`src/common/mst_pkg.sv`:
```
package mst_pkg;

  // ----------------------------------------------------------------
  // Timing
  // ----------------------------------------------------------------
  localparam int CLK_PERIOD_NS = 10;
  localparam int NS_PER_US = 1000;
  localparam int FIXED_OFF_TIME_NS = 30000;
  localparam logic [15:0] FIXED_OFF_CYCLES =
    16'(FIXED_OFF_TIME_NS / CLK_PERIOD_NS);
  localparam logic [15:0] US_CYCLES = 16'(NS_PER_US / CLK_PERIOD_NS);
  // Fast share of a mixed off-time is 5/16
  localparam logic [19:0] FAST_NUM = 20'h00005;
  localparam int FAST_SHIFT = 4;
  localparam logic [15:0] MIN_CYCLES = 16'h0001;

  // ----------------------------------------------------------------
  // Translator
  // ----------------------------------------------------------------
  localparam int POS_W = 6;
  localparam int DAC_W = 8;
  localparam logic [5:0] HOME_POS = 6'h08;
  localparam logic [5:0] QUARTER_SPAN = 6'h10;
  localparam logic [4:0] QUARTER_END = 5'h10;
  localparam logic [2:0] SEL_FULL = 3'h0;
  localparam logic [2:0] SEL_HALF = 3'h1;
  localparam logic [2:0] SEL_QUARTER = 3'h2;
  localparam logic [2:0] SEL_EIGHTH = 3'h3;
  localparam logic [2:0] SEL_SIXTEENTH = 3'h7;
  localparam logic [5:0] INC_FULL = 6'h10;
  localparam logic [5:0] INC_HALF = 6'h08;
  localparam logic [5:0] INC_QUARTER = 6'h04;
  localparam logic [5:0] INC_EIGHTH = 6'h02;
  localparam logic [5:0] INC_SIXTEENTH = 6'h01;
  localparam logic [1:0] OFF_TIME_SETTING_PIN_TO_VDD = 2'h0;
  localparam logic [1:0] OFF_TIME_SETTING_PIN_TO_GND = 2'h1;
  localparam logic [1:0] OFF_TIME_SETTING_PIN_RESISTOR = 2'h2;

  // ----------------------------------------------------------------
  // Register map
  // ----------------------------------------------------------------
  localparam logic [1:0] HTRANS_NONSEQ = 2'h2;
  localparam logic HRESP_OKAY = 1'b0;
  localparam logic [7:0] ADDR_CTRL = 8'h00;
  localparam logic [7:0] ADDR_STATUS = 8'h04;
  localparam int CTRL_OFF_TIME_SETTING_PIN_LSB = 0;
  localparam int CTRL_OFFUS_LSB = 8;
  localparam logic [1:0] CTRL_OFF_TIME_SETTING_PIN_RST = OFF_TIME_SETTING_PIN_TO_VDD;
  localparam logic [7:0] CTRL_OFFUS_RST = 8'h1e;
  localparam int ST_DAC_A_LSB = 0;
  localparam int ST_DAC_B_LSB = 8;
  localparam int ST_POL_A = 16;
  localparam int ST_POL_B = 17;
  localparam int ST_MIX_A = 18;
  localparam int ST_MIX_B = 19;
  localparam int ST_RES_LSB = 20;
  localparam int ST_POS_LSB = 24;

  // ----------------------------------------------------------------
  // Types
  // ----------------------------------------------------------------
  typedef enum logic [2:0]
  {
    MST_DRIVE = 3'b001,
    MST_FAST = 3'b010,
    MST_SLOW = 3'b100
  } mst_chop_state_t;

  typedef struct packed
  {
    logic drive_on;
    logic fast_decay;
    logic slow_decay;
  } mst_chop_t;

  typedef struct packed
  {
    logic [DAC_W-1:0] dac;
    logic pol;
    logic decay_mixed;
    mst_chop_t chop;
  } mst_bridge_t;

endpackage

```
`src/logic/mst_sync.sv`:
```
`timescale 1ns/10ps
module mst_sync
#(
  parameter int W = 6
)
(
  input wire logic hclk,
  input wire logic hresetn,
  input wire logic [W-1:0] async_in,
  output logic [W-1:0] sync_out
);

  logic [W-1:0] meta_ff;
  logic [W-1:0] sync_ff;

  // First stage feeds only the second
  always_ff @(posedge hclk or negedge hresetn)
  begin
    if (!hresetn)
    begin
      meta_ff <= '0;
      sync_ff <= '0;
    end
    else
    begin
      meta_ff <= async_in;
      sync_ff <= meta_ff;
    end
  end

  assign sync_out = sync_ff;

endmodule

```
`src/logic/mst_off_timer.sv`:
```
`timescale 1ns/10ps
module mst_off_timer
(
  input wire logic hclk,
  input wire logic hresetn,
  input wire logic active,
  input wire logic trip,
  input wire logic mixed,
  input wire logic [15:0] off_cycles,
  input wire logic [15:0] fast_cycles,
  output mst_pkg::mst_chop_t chop
);

  mst_pkg::mst_chop_state_t state_ff;
  mst_pkg::mst_chop_state_t nxt_state;
  logic [15:0] cnt_ff;
  logic [15:0] nxt_cnt;
  logic [15:0] cnt_inc;

  always_comb
  begin
    cnt_inc = cnt_ff + mst_pkg::MIN_CYCLES;
    nxt_state = state_ff;
    nxt_cnt = cnt_inc;
    case (state_ff)
      mst_pkg::MST_DRIVE:
      begin
        nxt_cnt = '0;
        if (trip)
          nxt_state = mixed ? mst_pkg::MST_FAST : mst_pkg::MST_SLOW;
      end
      mst_pkg::MST_FAST:
      begin
        if (cnt_inc >= fast_cycles)
          nxt_state = mst_pkg::MST_SLOW;
      end
      mst_pkg::MST_SLOW:
      begin
        if (cnt_inc >= off_cycles)
          nxt_state = mst_pkg::MST_DRIVE;
      end
      default:
      begin
        nxt_state = mst_pkg::MST_DRIVE;
      end
    endcase
    // Disabled bridge restarts cleanly on the drive phase
    if (!active)
    begin
      nxt_state = mst_pkg::MST_DRIVE;
      nxt_cnt = '0;
    end
  end

  always_ff @(posedge hclk or negedge hresetn)
  begin
    if (!hresetn)
    begin
      state_ff <= mst_pkg::MST_DRIVE;
      cnt_ff <= '0;
    end
    else
    begin
      state_ff <= nxt_state;
      cnt_ff <= nxt_cnt;
    end
  end

  assign chop.drive_on = state_ff == mst_pkg::MST_DRIVE;
  assign chop.fast_decay = state_ff == mst_pkg::MST_FAST;
  assign chop.slow_decay = state_ff == mst_pkg::MST_SLOW;

endmodule

```
`src/logic/mst_translator.sv`:
```
// The register addresses and the AHB-Lite slave port were decided locally.
`timescale 1ns/10ps
// Notes on behaviour
// - Select pins decode to full, half, quarter, eighth, sixteenth step.
// - Power-on or reset loads Home codes, polarities and Mixed decay.
// - Each accepted step moves both windings to the next table entry.
// - Automatic mode: falling winding level selects Mixed decay, except in full step (Slow).
// - Automatic mode: rising or equal winding level selects Slow decay.
// - New resolution takes effect only at the next step rising edge.
// - Fault-caused internal reset returns the translator to Home.
// - Mixed off-time: fast decay for 31.25 percent, then slow decay.
// - Off-time pin grounded forces Mixed decay always.
// - Off-time pin grounded gives a fixed 30 us off-time.
// - Reset input held low keeps Home and every FET off.
// - Step edges are ignored while the reset input is low.
// - One step rising edge advances exactly one increment.
// - Direction picks sequence order, sampled at the step rising edge.
// - Off-time pin at supply: automatic decay, 30 us, Slow in full step.
// - Output disable turns FETs off; sequencing keeps running.
module mst_translator
(
  input wire logic hclk,
  input wire logic hresetn,
  input wire logic hsel,
  input wire logic [31:0] haddr,
  input wire logic [1:0] htrans,
  input wire logic hwrite,
  input wire logic [2:0] hsize,
  input wire logic [31:0] hwdata,
  input wire logic hready,
  output logic hreadyout,
  output logic hresp,
  output logic [31:0] hrdata,
  input wire logic step_in,
  input wire logic dir_in,
  input wire logic [2:0] resolution_select_bus,
  input wire logic translator_reset_n,
  input wire logic output_disable,
  input wire logic fault_home,
  input wire logic trip_a,
  input wire logic trip_b,
  output mst_pkg::mst_bridge_t bridge_a,
  output mst_pkg::mst_bridge_t bridge_b
);

  // ----------------------------------------------------------------
  // Functions
  // ----------------------------------------------------------------
  // Quarter-wave level table, index 0..16
  function automatic logic [7:0] quarter_level(input logic [4:0] k);
    case (k)
      5'h00: quarter_level = 8'h00;
      5'h01: quarter_level = 8'h19;
      5'h02: quarter_level = 8'h32;
      5'h03: quarter_level = 8'h4a;
      5'h04: quarter_level = 8'h62;
      5'h05: quarter_level = 8'h78;
      5'h06: quarter_level = 8'h8e;
      5'h07: quarter_level = 8'ha2;
      5'h08: quarter_level = 8'hb5;
      5'h09: quarter_level = 8'hc6;
      5'h0a: quarter_level = 8'hd5;
      5'h0b: quarter_level = 8'he2;
      5'h0c: quarter_level = 8'hed;
      5'h0d: quarter_level = 8'hf5;
      5'h0e: quarter_level = 8'hfb;
      5'h0f: quarter_level = 8'hfe;
      default: quarter_level = 8'hff;
    endcase
  endfunction

  function automatic logic [7:0] wave_level(input logic [5:0] pos);
    logic [4:0] k;
    k = {1'b0, pos[3:0]};
    if (pos[4])
      wave_level = quarter_level(mst_pkg::QUARTER_END - k);
    else
      wave_level = quarter_level(k);
  endfunction

  function automatic logic [5:0] step_incr(input logic [2:0] sel);
    case (sel)
      mst_pkg::SEL_FULL: step_incr = mst_pkg::INC_FULL;
      mst_pkg::SEL_HALF: step_incr = mst_pkg::INC_HALF;
      mst_pkg::SEL_QUARTER: step_incr = mst_pkg::INC_QUARTER;
      mst_pkg::SEL_EIGHTH: step_incr = mst_pkg::INC_EIGHTH;
      mst_pkg::SEL_SIXTEENTH: step_incr = mst_pkg::INC_SIXTEENTH;
      default: step_incr = mst_pkg::INC_FULL;
    endcase
  endfunction

  function automatic logic pick_mixed(
    input logic [7:0] new_lvl,
    input logic [7:0] old_lvl,
    input logic [2:0] sel,
    input logic [1:0] off_time_setting_pin
  );
    if (off_time_setting_pin == mst_pkg::OFF_TIME_SETTING_PIN_TO_GND)
      pick_mixed = 1'b1;
    else if (step_incr(sel) == mst_pkg::INC_FULL)
      pick_mixed = 1'b0;
    else
      pick_mixed = new_lvl < old_lvl;
  endfunction

  // ----------------------------------------------------------------
  // Input synchronisers
  // ----------------------------------------------------------------
  logic [5:0] pins_s;
  logic step_s;
  logic dir_s;
  logic [2:0] sel_s;
  logic run_s;

  mst_sync #(.W(6)) u_sync
  (
    .hclk(hclk),
    .hresetn(hresetn),
    .async_in({translator_reset_n, resolution_select_bus, dir_in, step_in}),
    .sync_out(pins_s)
  );

  assign step_s = pins_s[0];
  assign dir_s = pins_s[1];
  assign sel_s = pins_s[4:2];
  assign run_s = pins_s[5];

  // ----------------------------------------------------------------
  // Registers over AHB-Lite
  // ----------------------------------------------------------------
  logic [1:0] off_time_setting_pin_ff;
  logic [1:0] nxt_off_time_setting_pin;
  logic [7:0] offus_ff;
  logic [7:0] nxt_offus;
  logic wr_pend_ff;
  logic nxt_wr_pend;
  logic [7:0] wr_addr_ff;
  logic [7:0] nxt_wr_addr;
  logic [31:0] rdata_ff;
  logic [31:0] nxt_rdata;
  logic addr_phase;
  logic [31:0] status_word;
  logic [31:0] ctrl_word;
  logic [5:0] pos_ff;
  logic [2:0] res_ff;

  assign addr_phase = hsel & hready & (htrans == mst_pkg::HTRANS_NONSEQ);

  always_comb
  begin
    ctrl_word = '0;
    ctrl_word[mst_pkg::CTRL_OFF_TIME_SETTING_PIN_LSB +: 2] = off_time_setting_pin_ff;
    ctrl_word[mst_pkg::CTRL_OFFUS_LSB +: 8] = offus_ff;
    status_word = '0;
    status_word[mst_pkg::ST_DAC_A_LSB +: 8] = bridge_a.dac;
    status_word[mst_pkg::ST_DAC_B_LSB +: 8] = bridge_b.dac;
    status_word[mst_pkg::ST_POL_A] = bridge_a.pol;
    status_word[mst_pkg::ST_POL_B] = bridge_b.pol;
    status_word[mst_pkg::ST_MIX_A] = bridge_a.decay_mixed;
    status_word[mst_pkg::ST_MIX_B] = bridge_b.decay_mixed;
    status_word[mst_pkg::ST_RES_LSB +: 3] = res_ff;
    status_word[mst_pkg::ST_POS_LSB +: 6] = pos_ff;
    nxt_wr_pend = addr_phase & hwrite;
    nxt_wr_addr = haddr[7:0];
    nxt_rdata = '0;
    // Read data settles in the data phase; unmapped reads give zero
    if (addr_phase && !hwrite)
    begin
      if (haddr[7:0] == mst_pkg::ADDR_CTRL)
        nxt_rdata = ctrl_word;
      else if (haddr[7:0] == mst_pkg::ADDR_STATUS)
        nxt_rdata = status_word;
    end
    nxt_off_time_setting_pin = off_time_setting_pin_ff;
    nxt_offus = offus_ff;
    if (wr_pend_ff && wr_addr_ff == mst_pkg::ADDR_CTRL)
    begin
      nxt_off_time_setting_pin = hwdata[mst_pkg::CTRL_OFF_TIME_SETTING_PIN_LSB +: 2];
      nxt_offus = hwdata[mst_pkg::CTRL_OFFUS_LSB +: 8];
    end
  end

  always_ff @(posedge hclk or negedge hresetn)
  begin
    if (!hresetn)
    begin
      off_time_setting_pin_ff <= mst_pkg::CTRL_OFF_TIME_SETTING_PIN_RST;
      offus_ff <= mst_pkg::CTRL_OFFUS_RST;
      wr_pend_ff <= 1'b0;
      wr_addr_ff <= '0;
      rdata_ff <= '0;
    end
    else
    begin
      off_time_setting_pin_ff <= nxt_off_time_setting_pin;
      offus_ff <= nxt_offus;
      wr_pend_ff <= nxt_wr_pend;
      wr_addr_ff <= nxt_wr_addr;
      rdata_ff <= nxt_rdata;
    end
  end

  // Zero wait states, never an error
  assign hreadyout = 1'b1;
  assign hresp = mst_pkg::HRESP_OKAY;
  assign hrdata = rdata_ff;

  // ----------------------------------------------------------------
  // Translator
  // ----------------------------------------------------------------
  logic step_prev_ff;
  logic [5:0] nxt_pos;
  logic [2:0] nxt_res;
  logic [7:0] lvl_a_ff;
  logic [7:0] lvl_b_ff;
  logic [7:0] nxt_lvl_a;
  logic [7:0] nxt_lvl_b;
  logic mix_a_ff;
  logic mix_b_ff;
  logic nxt_mix_a;
  logic nxt_mix_b;
  logic step_edge;
  logic home_req;
  logic [5:0] cand_pos;
  logic [7:0] cand_a;
  logic [7:0] cand_b;

  // Steps only count while the reset pin is released
  assign step_edge = step_s & ~step_prev_ff & run_s;
  assign home_req = ~run_s | fault_home;

  always_comb
  begin
    if (dir_s)
      cand_pos = pos_ff + step_incr(sel_s);
    else
      cand_pos = pos_ff - step_incr(sel_s);
    cand_a = wave_level(cand_pos);
    cand_b = wave_level(cand_pos + mst_pkg::QUARTER_SPAN);
    nxt_pos = pos_ff;
    nxt_res = res_ff;
    nxt_lvl_a = lvl_a_ff;
    nxt_lvl_b = lvl_b_ff;
    nxt_mix_a = mix_a_ff;
    nxt_mix_b = mix_b_ff;
    if (home_req)
    begin
      nxt_pos = mst_pkg::HOME_POS;
      nxt_lvl_a = wave_level(mst_pkg::HOME_POS);
      nxt_lvl_b = wave_level(mst_pkg::HOME_POS + mst_pkg::QUARTER_SPAN);
      nxt_mix_a = 1'b1;
      nxt_mix_b = 1'b1;
    end
    else if (step_edge)
    begin
      // Select and direction are taken only here
      nxt_res = sel_s;
      nxt_pos = cand_pos;
      nxt_lvl_a = cand_a;
      nxt_lvl_b = cand_b;
      nxt_mix_a = pick_mixed(cand_a, lvl_a_ff, sel_s, off_time_setting_pin_ff);
      nxt_mix_b = pick_mixed(cand_b, lvl_b_ff, sel_s, off_time_setting_pin_ff);
    end
  end

  always_ff @(posedge hclk or negedge hresetn)
  begin
    if (!hresetn)
    begin
      step_prev_ff <= 1'b0;
      pos_ff <= mst_pkg::HOME_POS;
      res_ff <= mst_pkg::SEL_FULL;
      lvl_a_ff <= 8'hb5;
      lvl_b_ff <= 8'hb5;
      mix_a_ff <= 1'b1;
      mix_b_ff <= 1'b1;
    end
    else
    begin
      step_prev_ff <= step_s;
      pos_ff <= nxt_pos;
      res_ff <= nxt_res;
      lvl_a_ff <= nxt_lvl_a;
      lvl_b_ff <= nxt_lvl_b;
      mix_a_ff <= nxt_mix_a;
      mix_b_ff <= nxt_mix_b;
    end
  end

  // ----------------------------------------------------------------
  // Off-time and chopping
  // ----------------------------------------------------------------
  logic [15:0] off_cycles;
  logic [15:0] fast_cycles;
  logic [19:0] fast_prod;
  logic fets_off;
  logic eff_mix_a;
  logic eff_mix_b;
  mst_pkg::mst_chop_t chop_a;
  mst_pkg::mst_chop_t chop_b;

  always_comb
  begin
    if (off_time_setting_pin_ff == mst_pkg::OFF_TIME_SETTING_PIN_RESISTOR)
      off_cycles = 16'({8'h00, offus_ff} * mst_pkg::US_CYCLES);
    else
      off_cycles = mst_pkg::FIXED_OFF_CYCLES;
    if (off_cycles == '0)
      off_cycles = mst_pkg::MIN_CYCLES;
    fast_prod = {4'h0, off_cycles} * mst_pkg::FAST_NUM;
    fast_cycles = 16'(fast_prod >> mst_pkg::FAST_SHIFT);
    if (fast_cycles == '0)
      fast_cycles = mst_pkg::MIN_CYCLES;
  end

  // Grounded pin overrides even a stale Slow choice
  assign eff_mix_a = mix_a_ff | (off_time_setting_pin_ff == mst_pkg::OFF_TIME_SETTING_PIN_TO_GND);
  assign eff_mix_b = mix_b_ff | (off_time_setting_pin_ff == mst_pkg::OFF_TIME_SETTING_PIN_TO_GND);
  assign fets_off = ~run_s | output_disable;

  mst_off_timer u_timer_a
  (
    .hclk(hclk),
    .hresetn(hresetn),
    .active(~fets_off),
    .trip(trip_a),
    .mixed(eff_mix_a),
    .off_cycles(off_cycles),
    .fast_cycles(fast_cycles),
    .chop(chop_a)
  );

  mst_off_timer u_timer_b
  (
    .hclk(hclk),
    .hresetn(hresetn),
    .active(~fets_off),
    .trip(trip_b),
    .mixed(eff_mix_b),
    .off_cycles(off_cycles),
    .fast_cycles(fast_cycles),
    .chop(chop_b)
  );

  // ----------------------------------------------------------------
  // Bridge outputs
  // ----------------------------------------------------------------
  mst_pkg::mst_bridge_t out_a_ff;
  mst_pkg::mst_bridge_t out_b_ff;
  mst_pkg::mst_bridge_t nxt_out_a;
  mst_pkg::mst_bridge_t nxt_out_b;

  always_comb
  begin
    nxt_out_a.dac = lvl_a_ff;
    nxt_out_a.pol = ~pos_ff[5];
    nxt_out_a.decay_mixed = eff_mix_a;
    nxt_out_a.chop = fets_off ? '0 : chop_a;
    nxt_out_b.dac = lvl_b_ff;
    nxt_out_b.pol = ~(pos_ff[5] ^ pos_ff[4]);
    nxt_out_b.decay_mixed = eff_mix_b;
    nxt_out_b.chop = fets_off ? '0 : chop_b;
  end

  always_ff @(posedge hclk or negedge hresetn)
  begin
    if (!hresetn)
    begin
      out_a_ff <= '0;
      out_b_ff <= '0;
    end
    else
    begin
      out_a_ff <= nxt_out_a;
      out_b_ff <= nxt_out_b;
    end
  end

  assign bridge_a = out_a_ff;
  assign bridge_b = out_b_ff;

endmodule

```
`config.mk`:
```
export PLATFORM = sky130hd
export DESIGN_NAME = mst_translator
export DESIGN_NICKNAME = d
export VERILOG_FILES = /design/src/common/mst_pkg.sv /design/src/logic/mst_sync.sv /design/src/logic/mst_off_timer.sv /design/src/logic/mst_translator.sv
export SDC_FILE = /design/constraint.sdc
export NUM_CORES = 1
export LEC_CHECK = 0
export ABC_AREA = 0
export CAP_MARGIN = 40
export CORE_AREA = 2 2 153 155
export CTS_CLUSTER_DIAMETER = 120
export DETAILED_ROUTE_END_ITERATION = 7
export DIE_AREA = 0 0 155 157
export DONT_BUFFER_PORTS = 1
export PLACE_DENSITY_LB_ADDON = 0.1
export SYNTH_ARGS = -nofsm -noshare
export SYNTH_HDL_FRONTEND = slang
export SYNTH_SLANG_ARGS = --single-unit
export TNS_END_PERCENT = 30
```
`constraint.sdc`:
```
create_clock -name hclk -period 6.1 [get_ports hclk]
set_clock_uncertainty 0.1 [all_clocks]
set_input_delay 1.22 -clock hclk [delete_from_list [all_inputs] [get_ports hclk]]
set_output_delay 1.22 -clock hclk [all_outputs]
set_load 0.03 [all_outputs]
```
==> results of run 1 <==
-- layer usage --
layer	GRT usage (%)	vias to the layer above	wire (um)
met2	33.5	162	11600
met4	4.45	2	276
met1	31.5	3795	12800
met3	4.27	21	1100
met5	0	-	13
li1	-	3831	-
-- flip-flops by register name (all words and copies together) (netlist names), 8 cells and up --
signal            count
hrdata               29
u_timer_a.cnt_ff     16
u_timer_b.cnt_ff     16
bridge_a             13
bridge_b             13
lvl_a_ff              8
lvl_b_ff              8
offus_ff              8
wr_addr_ff            8
-- worst min-delay path by stage --
stage,cells after the start,to,start
5_1_grt,0,u_sync.sync_out[3],u_sync.meta_ff[3]
3_5_place_dp,0,u_sync.sync_out[3],u_sync.meta_ff[3]
6_report,0,u_sync.sync_out[3],u_sync.meta_ff[3]
2_1_floorplan,0,u_sync.sync_out[0],u_sync.meta_ff[0]
4_1_cts,0,u_sync.sync_out[3],u_sync.meta_ff[3]
3_3_place_gp,0,u_sync.sync_out[3],u_sync.meta_ff[3]
-- per-stage QoR --
| step | instances | util, % |
|---|---|---|
| final | 1393 | 53.0 |
| after global routing | 1393 | 53.0 |
| after CTS | 1387 | 52.1 |
| after detailed placement | 1340 | 47.9 |
| after global placement | 1336 | 47.8 |
| after floorplan | 1019 | - |
-- cell usage after synthesis (all sizes together), types with 8 or more instances --
cell	instances	area (um2)
and3	16	100
xor2	13	114
ha	140	1750
xnor2	35	314
nor2	74	288
nand2	65	246
nand3	31	155
mux2i	20	200
a21oi	41	209
nor2b	28	175
nand2b	19	119
nor3	19	123
dfrtp	133	3330
buf	11	68.8
and2	22	138
a211oi	11	110
nand4	17	106
o21a	11	82.6
mux2	15	169
nor4	15	93.8
a21o	19	143
o21ai	45	225
inv	64	240
or3	8	50.1
dfstp	19	499
clkbuf	13	48.8
-- worst max-delay path, delay by kind of cell (launching register included) --
family          cells  cell delay (ns)
compound gates     10             2.09
fa+ha+maj           7             2.00
simple gates        4             0.75
flops               1             0.55
buf+inv             4             0.48
-- cell families after synthesis --
kind of cell    count (synthesis)  synth area share [%]
buf+inv                        88                  3.55
compound gates                209                  14.6
simple gates                  337                  17.8
other cells                     2                0.0745
fa+ha+maj                     144                  18.2
flops                         152                  38.0
xor+xnor                       48                  4.24
mux                            35                  3.66
-- cell type report --
type	count	area, um2
Sequential cell	152	3830
Clock inverter	11	88.8
Timing Repair Buffer	81	609
Multi-Input combinational cell	779	6360
Inverter	64	245
Clock buffer	21	450
Fill cell	1988	10600
Tap cell	285	357
-- report_power, final --
| part | total [mW] | internal [mW] | switching (mW) |
|---|---|---|---|
| Sequential | 1.08 | 1.04 | 0.0383 |
| Clock | 0.980 | 0.538 | 0.443 |
| Combinational | 1.30 | 0.633 | 0.664 |
-- what timing repair did --
item	4_1_cts	5_1_grt
pin swaps	33	38
endpoints found under the setup margin	4	4
resized for setup	49	27
buffers inserted	16	6
==> out/results.ini, run 1 <==
[global_route]
grt_pass1_vias = 7640
grt_usage_pct = 21.6
grt_max_degree = 153
grt_antenna_before_repair = 1
grt_pass1_wl_mm = 40.9
grt_overflow = 0

[sta]
grt_setup_unrepaired = true
period_minus_slack_ns = 6.09
worst_hold_slack_ns = 0.247
fin_ws_ns = 0.0108
fin_crit_sh_pct = 99.8
worstMarginPinSlew_ns = 0.815
timing.fmax_ghz = 0.164
slew_headroom_pct = 44.9
hold_viol = 0
tns_ns = 0
setup_viol = 0
maxSlewViolCount = 0

[detailed_routing]
antenna_left = 0
drt_iter0_markers = 387
via_per_inst = 5.61
drt_wl_total_mm = 25.8
wl_per_cell_um = 18.5
vias = 7811
drc = 0
first_pass_iters = 5

[critical_path]
cp-endpoint = u_timer_a.state_ff[2]
reg2reg_setup_slack_ns = 0.01
reg2regPathDepth = 25
arrival_ns = 6.28
cp-end-kind = flip-flop
crit_required_ns = 6.29
worstReg2RegStart = offus_ff[3]
slowest_delay_ns = 0.55
rr_endpoint = u_timer_a.state_ff[2]
cpMostUsedCell = buf_4
critPathKind = flip-flop to flip-flop
slowest_stage = dfstp_2
cp-startpoint = offus_ff[3]
crit_fanout = 3
cp-start-kind = flip-flop

[cts]
insertion_delay_ns = 0.42
cts_root_buffer = clkbuf_16
clk_pin_slew_ns = 0.06
cts_made_buffers = 17
cts_tree = done
cts_buffer_depth = 2
cts_sinks = 152
ctsHtreeMaxLevel = 4
hold_buffers = 0

[floorplanning]
die_w_um = 155
start_util_pct = 44.8
dieArea_mm2 = 0.0243
io_pins = 144
core_area_mm2 = 0.0225
row_count = 55
die_y_um = 157

[synth]
synth_area_mm2 = 0.0101
synth.distinct_cells = 81
async_flop_share_pct = 100
syn_avg_cell_area_um2 = 9.93
ys.flop_type = dfrtp_1
synth_edf_count = 0
synth_seq_cells = 152
seq_area_frac_synth_pct = 38.0
netlist_instances = 1015
yosys_warnings = 0

[placed_design]
pre_cts_ws_ns = -0.436
io_buffers = 0
gp_congestion = 0.846
hpwl_mm = 19.1
place_area_mm2 = 0.0108

[layout]
syn_to_final_growth_pct = 18.4
fin_nets = 1323
final_common_cell = dfrtp_1
final_cell_mix = dfrtp_1, ha_1, buf_4
antenna_cells = 0
final_area_mm2 = 0.0119
drive_gt1_share_pct = 20.0

[power]
p_per_area_mw_per_mm2 = 281
cellLeakagePower_nw = 5.65
power.total_mw = 3.36
max-vdd-ir-drop_v = 0.000152

[run]
maxCapViolations = 0

[min_path]
hold_path_class = flip-flop to flip-flop

[run_status]
status = complete, no violations

No activity file was read; power rests on OpenSTA's default activity.
==> inputs of run 2 (changes only) <==
CORE_AREA = 2 2 154 156   (was 2 2 153 155)
DIE_AREA = 0 0 156 158   (was 0 0 155 157)
SYNTH_HIERARCHICAL = 1   (was default)
==> run 2 against run 1 <==
  * The run now ends with negative setup slack left
  * First-iteration DRC count shrank 6.2%
  * Core utilization shrank 2.5 points
  * Global-route usage shrank 1.7 points
  * Combinational power shrank 14%
  * Register-to-register slack lost 0.31 ns
  * Via count shrank 4.9%
  * Non-clock buffer count shrank 20
  * Fmax shrank 4.9%
  * Cell count grew 1.5%
  * Die area grew 1.3%
  * Count of clock-buffer cells in the layout shrank 3
  * Power shrank 2.8%
==> out/results.ini, run 2 <==
[floorplanning]
die_w_um = 156  ; +0.65%
row_count = 56  ; +1.8%
start_util_pct = 44.1  ; -0.71 points
dieArea_mm2 = 0.0246  ; +1.3%
core_area_mm2 = 0.0231  ; +2.4%
die_y_um = 158  ; +0.64%
io_pins = 144  ; unchanged

[detailed_routing]
first_pass_iters = 4  ; -1
drc = 0  ; unchanged
antenna_left = 0  ; unchanged
wl_per_cell_um = 16.3  ; -12%
drt_iter0_markers = 363  ; -6.2%
via_per_inst = 5.26  ; -6.3%
vias = 7431  ; -4.9%
drt_wl_total_mm = 23.0  ; -11%

[sta]
hold_viol = 0  ; unchanged
grt_setup_unrepaired = true
setup_viol = 4  ; +4
period_minus_slack_ns = 6.40  ; +0.311 ns
slew_headroom_pct = 50.8  ; +5.9 points
worst_hold_slack_ns = 0.250  ; +0.00295 ns
tns_ns = -0.709  ; -0.709 ns
timing.fmax_ghz = 0.156  ; -4.9%
fin_ws_ns = -0.301  ; -0.311 ns
maxSlewViolCount = 0  ; unchanged
fin_crit_sh_pct = 105  ; +5.1 points
worstMarginPinSlew_ns = 0.734  ; -0.0811 ns

[critical_path]
crit_required_ns = 6.32  ; +0.03 ns
cp-start-kind = flip-flop
arrival_ns = 6.62  ; +0.34 ns
cpMostUsedCell = ha_1
critPathKind = flip-flop to flip-flop
cp-end-kind = flip-flop
slowest_delay_ns = 0.57  ; +0.02 ns
crit_fanout = 5  ; +2
reg2reg_setup_slack_ns = -0.30  ; -0.31 ns
slowest_stage = dfstp_2

[global_route]
grt_pass1_wl_mm = 38.5  ; -5.9%
gr-usage-met3_pct = 3.78  ; -0.49 points
grt_antenna_before_repair = 0  ; -1
use_met2_pct = 33.5  ; about the same
grt_pass1_vias = 7534  ; -1.4%
grt_max_degree = 153  ; unchanged
grt.busiest_layer = met2
grt_util_met1_pct = 25.6  ; -5.9 points
grt_usage_pct = 19.9  ; -1.7 points
grt_overflow = 0  ; unchanged

[cts]
clk_pin_slew_ns = 0.08  ; +0.02 ns
ctsHtreeMaxLevel = 4  ; unchanged
cts_made_buffers = 17  ; unchanged
cts_buffer_depth = 2  ; unchanged
cts_tree = done
cts_root_buffer = clkbuf_16
cts_sinks = 152  ; unchanged
insertion_delay_ns = 0.43  ; about the same

[run_status]
status = finished, violations left
violations = negative setup slack

[layout]
final_cell_mix = ha_1, dfrtp_1, inv_1
final_cells = 1414  ; +1.5%
fill_cells = 2096  ; +5.4%
final_util_pct = 50.6  ; -2.5 points
drive_gt1_share_pct = 15.6  ; -4.5 points
final_area_mm2 = 0.0117  ; -2.3%
final_common_cell = ha_1
fin_nets = 1347  ; +1.8%
syn_to_final_growth_pct = 14.7
antenna_cells = 0  ; unchanged
regArea_mm2 = 0.00383  ; unchanged
multi_input_area_mm2 = 0.00600  ; -5.6%
largest_reg_flops = 29  ; unchanged

[synth]
synth.distinct_cells = 74  ; -8.6%
syn_avg_cell_area_um2 = 9.76  ; -1.8%
yosysMostFrequentCell = ha_1
netlist_instances = 1042  ; +2.7%
synth_edf_count = 0  ; unchanged
yosys_warnings = 6  ; +6
async_flop_share_pct = 100  ; unchanged
yosysTopAreaCell = dfrtp_1
yosysTopAreaCellShare_pct = 32.7  ; -0.26 points
synth_area_leaders = dfrtp_1, ha_1, dfstp_2
seq_area_frac_synth_pct = 37.7  ; -0.30 points
ys.flop_type = dfrtp_1
synth_area_mm2 = 0.0102  ; +0.81%
synth_seq_cells = 152  ; unchanged
synth.top_cells.by_count = ha_1, dfrtp_1, inv_1

[power]
cellLeakagePower_nw = 5.74  ; +1.6%
max-vdd-ir-drop_v = 0.000186  ; +23%
power.total_mw = 3.27  ; -2.8%
p_per_area_mw_per_mm2 = 280  ; -0.48%

[placed_design]
io_buffers = 0  ; unchanged
pre_cts_ws_ns = -0.496  ; -0.0604 ns
gp_congestion = 0.896  ; +6.0%
dp.cells = 1381  ; +3.1%
hpwl_mm = 17.6  ; -7.7%
place_area_mm2 = 0.0110  ; +1.7%

[min_path]
hold_path_class = flip-flop to flip-flop

[run]
maxCapViolations = 0  ; unchanged

run 2: critical path: cells and delay by family, from the launching register on:
| family | cells | cell delay (ns) |
|---|---|---|
| compound gates | 12 | 1.98 |
| xor+xnor | 1 | 0.21 |
| fa+ha+maj | 7 | 2.15 |
| buf+inv | 3 | 0.26 |
| flops | 1 | 0.57 |
| simple gates | 5 | 1.02 |
run 2: final timing paths:
kind | cells past startpoint | start | end
max | 28 | offus_ff[3] | u_timer_a/state_ff[2]
min | 0 | u_sync/meta_ff[4] | u_sync/sync_out[4]
max reg2reg | 28 | offus_ff[3] | u_timer_a/state_ff[2]
min reg2reg | 0 | u_sync/meta_ff[4] | u_sync/sync_out[4]
max in group asynchronous | 0 | hresetn | offus_ff[1]
min in group asynchronous | 0 | hresetn | bridge_a[1]
run 2: area by class of cell:
cell class | count | share of cell area [%]
multi-input combinational | 771 | 51.5
sequential | 152 | 32.8
timing repair buffer | 61 | 3.93
clock buffer | 18 | 3.77
inverter | 108 | 3.48
tap | 290 | 3.11
clock inverter | 14 | 1.44
run 2: report_power, final:
| group | switching (mW) | internal (mW) | leakage, nW |
|---|---|---|---|
| clock | 0.502 | 0.565 | 0.296 |
| combinational | 0.602 | 0.519 | 3.53 |
| sequential | 0.0358 | 1.04 | 1.92 |
| total | 1.14 | 2.13 | 5.74 |
run 2: cell families after synthesis:
logic type                 Yosys count  synth area share, %
and+or+nand+nor                    328                 17.2
AOI/OAI and AO/OA                  188                 12.5
adders and majority gates          152                 19.0
DFF                                152                 37.7
buffers and inverters              131                 5.05
xor gates and xnor gates            53                 4.78
muxes                               36                 3.74
other                                2               0.0739
run 2: per-layer routing:
layer	vias up	share of wire [%]
li1	3782	-
met1	3522	47
met2	99	47
met3	28	3.3
met4	0	2.7
met5	-	0
run 2: timing repair:
item                                    4_1_cts  5_1_grt
endpoints found under the setup margin        4        4
hold buffers                                  0        0
gates resized for setup                       6       10
buffers inserted                              1        0
cloned                                        0        0
pin swaps                                     8        4
==> inputs of run 3 (changes only) <==
RECOVER_POWER = 25   (was default)
==> run 3 against run 2 <==
  * The run still ends with negative setup slack left
  * Core utilization is the same
  * Sequential share of layout area is the same
  * Die area did not move
==> out/results.ini, run 3 (same netlist as run 2, synthesis figures left out) <==
[placed_design]
hpwl_mm = 17.6  ; unchanged
place_area_mm2 = 0.0110  ; unchanged
io_buffers = 0  ; unchanged
gp_congestion = 0.896  ; unchanged

[detailed_routing]
wl_per_cell_um = 16.3  ; +0.18%
drt_wl_total_mm = 23.1  ; +0.18%
drt_iter0_markers = 324  ; -11%
via_per_inst = 5.25  ; about the same
vias = 7430  ; -0.013%
first_pass_iters = 5  ; +1
drc = 0  ; unchanged
antenna_left = 0  ; unchanged

[global_route]
grt_overflow = 0  ; unchanged
grt_usage_pct = 19.9  ; unchanged
grt_pass1_vias = 7534  ; unchanged
grt_max_degree = 153  ; unchanged
grt_pass1_wl_mm = 38.5  ; unchanged
grt_antenna_before_repair = 0  ; unchanged

[run_status]
status = finished, violations left
violations = negative setup slack

[cts]
clk_pin_slew_ns = 0.08  ; about the same
cts_made_buffers = 17  ; unchanged
hold_buffers = 0  ; unchanged
cts_root_buffer = clkbuf_16
cts_sinks = 152  ; unchanged
cts_buffer_depth = 2  ; unchanged
insertion_delay_ns = 0.43  ; about the same
cts_tree = done
ctsHtreeMaxLevel = 4  ; unchanged

[critical_path]
path_delay_family = adder cells
crit_required_ns = 6.32  ; about the same
critPathKind = flip-flop to flip-flop
cp-end-kind = flip-flop
crit_fanout = 5  ; unchanged
crit_buf_inv = 3  ; unchanged
arrival_ns = 6.62  ; about the same
reg2reg_setup_slack_ns = -0.30  ; about the same
slowest_delay_ns = 0.57  ; about the same
cpMostUsedCell = ha_1
slowest_stage = dfstp_2
cp-start-kind = flip-flop

[floorplanning]
die_w_um = 156  ; unchanged
dieArea_mm2 = 0.0246  ; unchanged
die_y_um = 158  ; unchanged
core_area_mm2 = 0.0231  ; unchanged
start_util_pct = 44.1  ; unchanged
io_pins = 144  ; unchanged
row_count = 56  ; unchanged

[power]
intPower_mw = 2.12  ; about the same
comb_power_share_pct = 34.3  ; about the same
pwr-share-seq_pct = 33.0  ; about the same
p_per_area_mw_per_mm2 = 280  ; about the same
p_sw_share_pct = 34.9  ; about the same
p_clk_share_pct = 32.7  ; about the same
cellLeakagePower_nw = 5.74  ; -0.12%
p_sw_mw = 1.14  ; about the same
max-vdd-ir-drop_v = 0.000186  ; about the same

[layout]
syn_to_final_growth_pct = 14.7  ; unchanged
fin_nets = 1347  ; unchanged
largest_reg_flops = 29  ; unchanged
drive_gt1_share_pct = 15.1  ; -0.44 points
final_common_cell = ha_1
antenna_cells = 0  ; unchanged
final_area_mm2 = 0.0117  ; unchanged
final_cell_mix = ha_1, dfrtp_1, inv_1
final_util_pct = 50.6  ; unchanged

[sta]
fin_crit_sh_pct = 105  ; about the same
timing.fmax_ghz = 0.156  ; about the same
fin_ws_ns = -0.298  ; +0.00228 ns
hold_viol = 0  ; unchanged
slew_headroom_pct = 50.0  ; -0.85 points
worstMarginPinSlew_ns = 0.747  ; +0.0127 ns
grt_setup_unrepaired = true
maxSlewViolCount = 0  ; unchanged
period_minus_slack_ns = 6.40  ; -0.00228 ns
setup_viol = 4  ; unchanged

[run]
maxCapViolations = 0  ; unchanged

[min_path]
hold_path_class = flip-flop to flip-flop

[run 3: power by group through the flow]
stage,logic [mW],registers (mW),clock network [mW]
after floorplan,0.730,1.09,0
after global placement,1.07,1.10,0
after detailed placement,1.07,1.10,0
after CTS,1.10,1.08,1.09
after global routing,1.27,1.08,1.14
final,1.12,1.08,1.07
[run 3: final timing paths]
| check | startpoint | depth (start not counted) | endpoint |
|---|---|---|---|
| worst max-delay path | offus_ff[3] | 28 | u_timer_a/state_ff[2] |
| worst min-delay path | u_sync/meta_ff[4] | 0 | u_sync/sync_out[4] |
| worst max register to register | offus_ff[3] | 28 | u_timer_a/state_ff[2] |
| worst min register to register | u_sync/meta_ff[4] | 0 | u_sync/sync_out[4] |
| max in group asynchronous | hresetn | 0 | offus_ff[1] |
| min in group asynchronous | hresetn | 0 | bridge_a[1] |
[run 3: per-stage QoR]
stage               instances  TNS [ns]  hold WS (ns)  worst slack (ns)  power (mW)
finish                   1414    -0.716         0.250            -0.298        3.27
global route             1414     -1.82         0.259            -0.565        3.49
CTS                      1414    -0.723         0.253            -0.284        3.27
detailed placement       1381     -1.52         0.236            -0.496        2.17
global placement         1379     -1.54         0.234            -0.498        2.16
floorplan                1054         0         0.231           0.00650        1.82
[run 3: metal layers]
| layer | vias up | share of wire, % | track usage, % | wire [um] |
|---|---|---|---|---|
| li1 | 3783 | - | - | - |
| met1 | 3524 | 47 | 25.6 | 10800 |
| met2 | 96 | 47 | 33.5 | 10900 |
| met3 | 27 | 3.2 | 3.78 | 743 |
| met4 | 0 | 2.7 | 7.30 | 616 |
| met5 | - | 0 | 0 | 0 |
[run 3: repair_timing]
action | CTS | global route
endpoints found under the setup margin | 4 | 4
pin swaps | 8 | 4
gates resized for setup | 6 | 10
buffers inserted | 1 | 0
[run 3: final cells by class]
type	instances	area (um2)
timing repair buffer	61	458
tap	290	363
clock buffer	18	439
fill	2096	11400
sequential	152	3830
inverter	108	405
multi-input combinational	771	6000
clock inverter	14	168
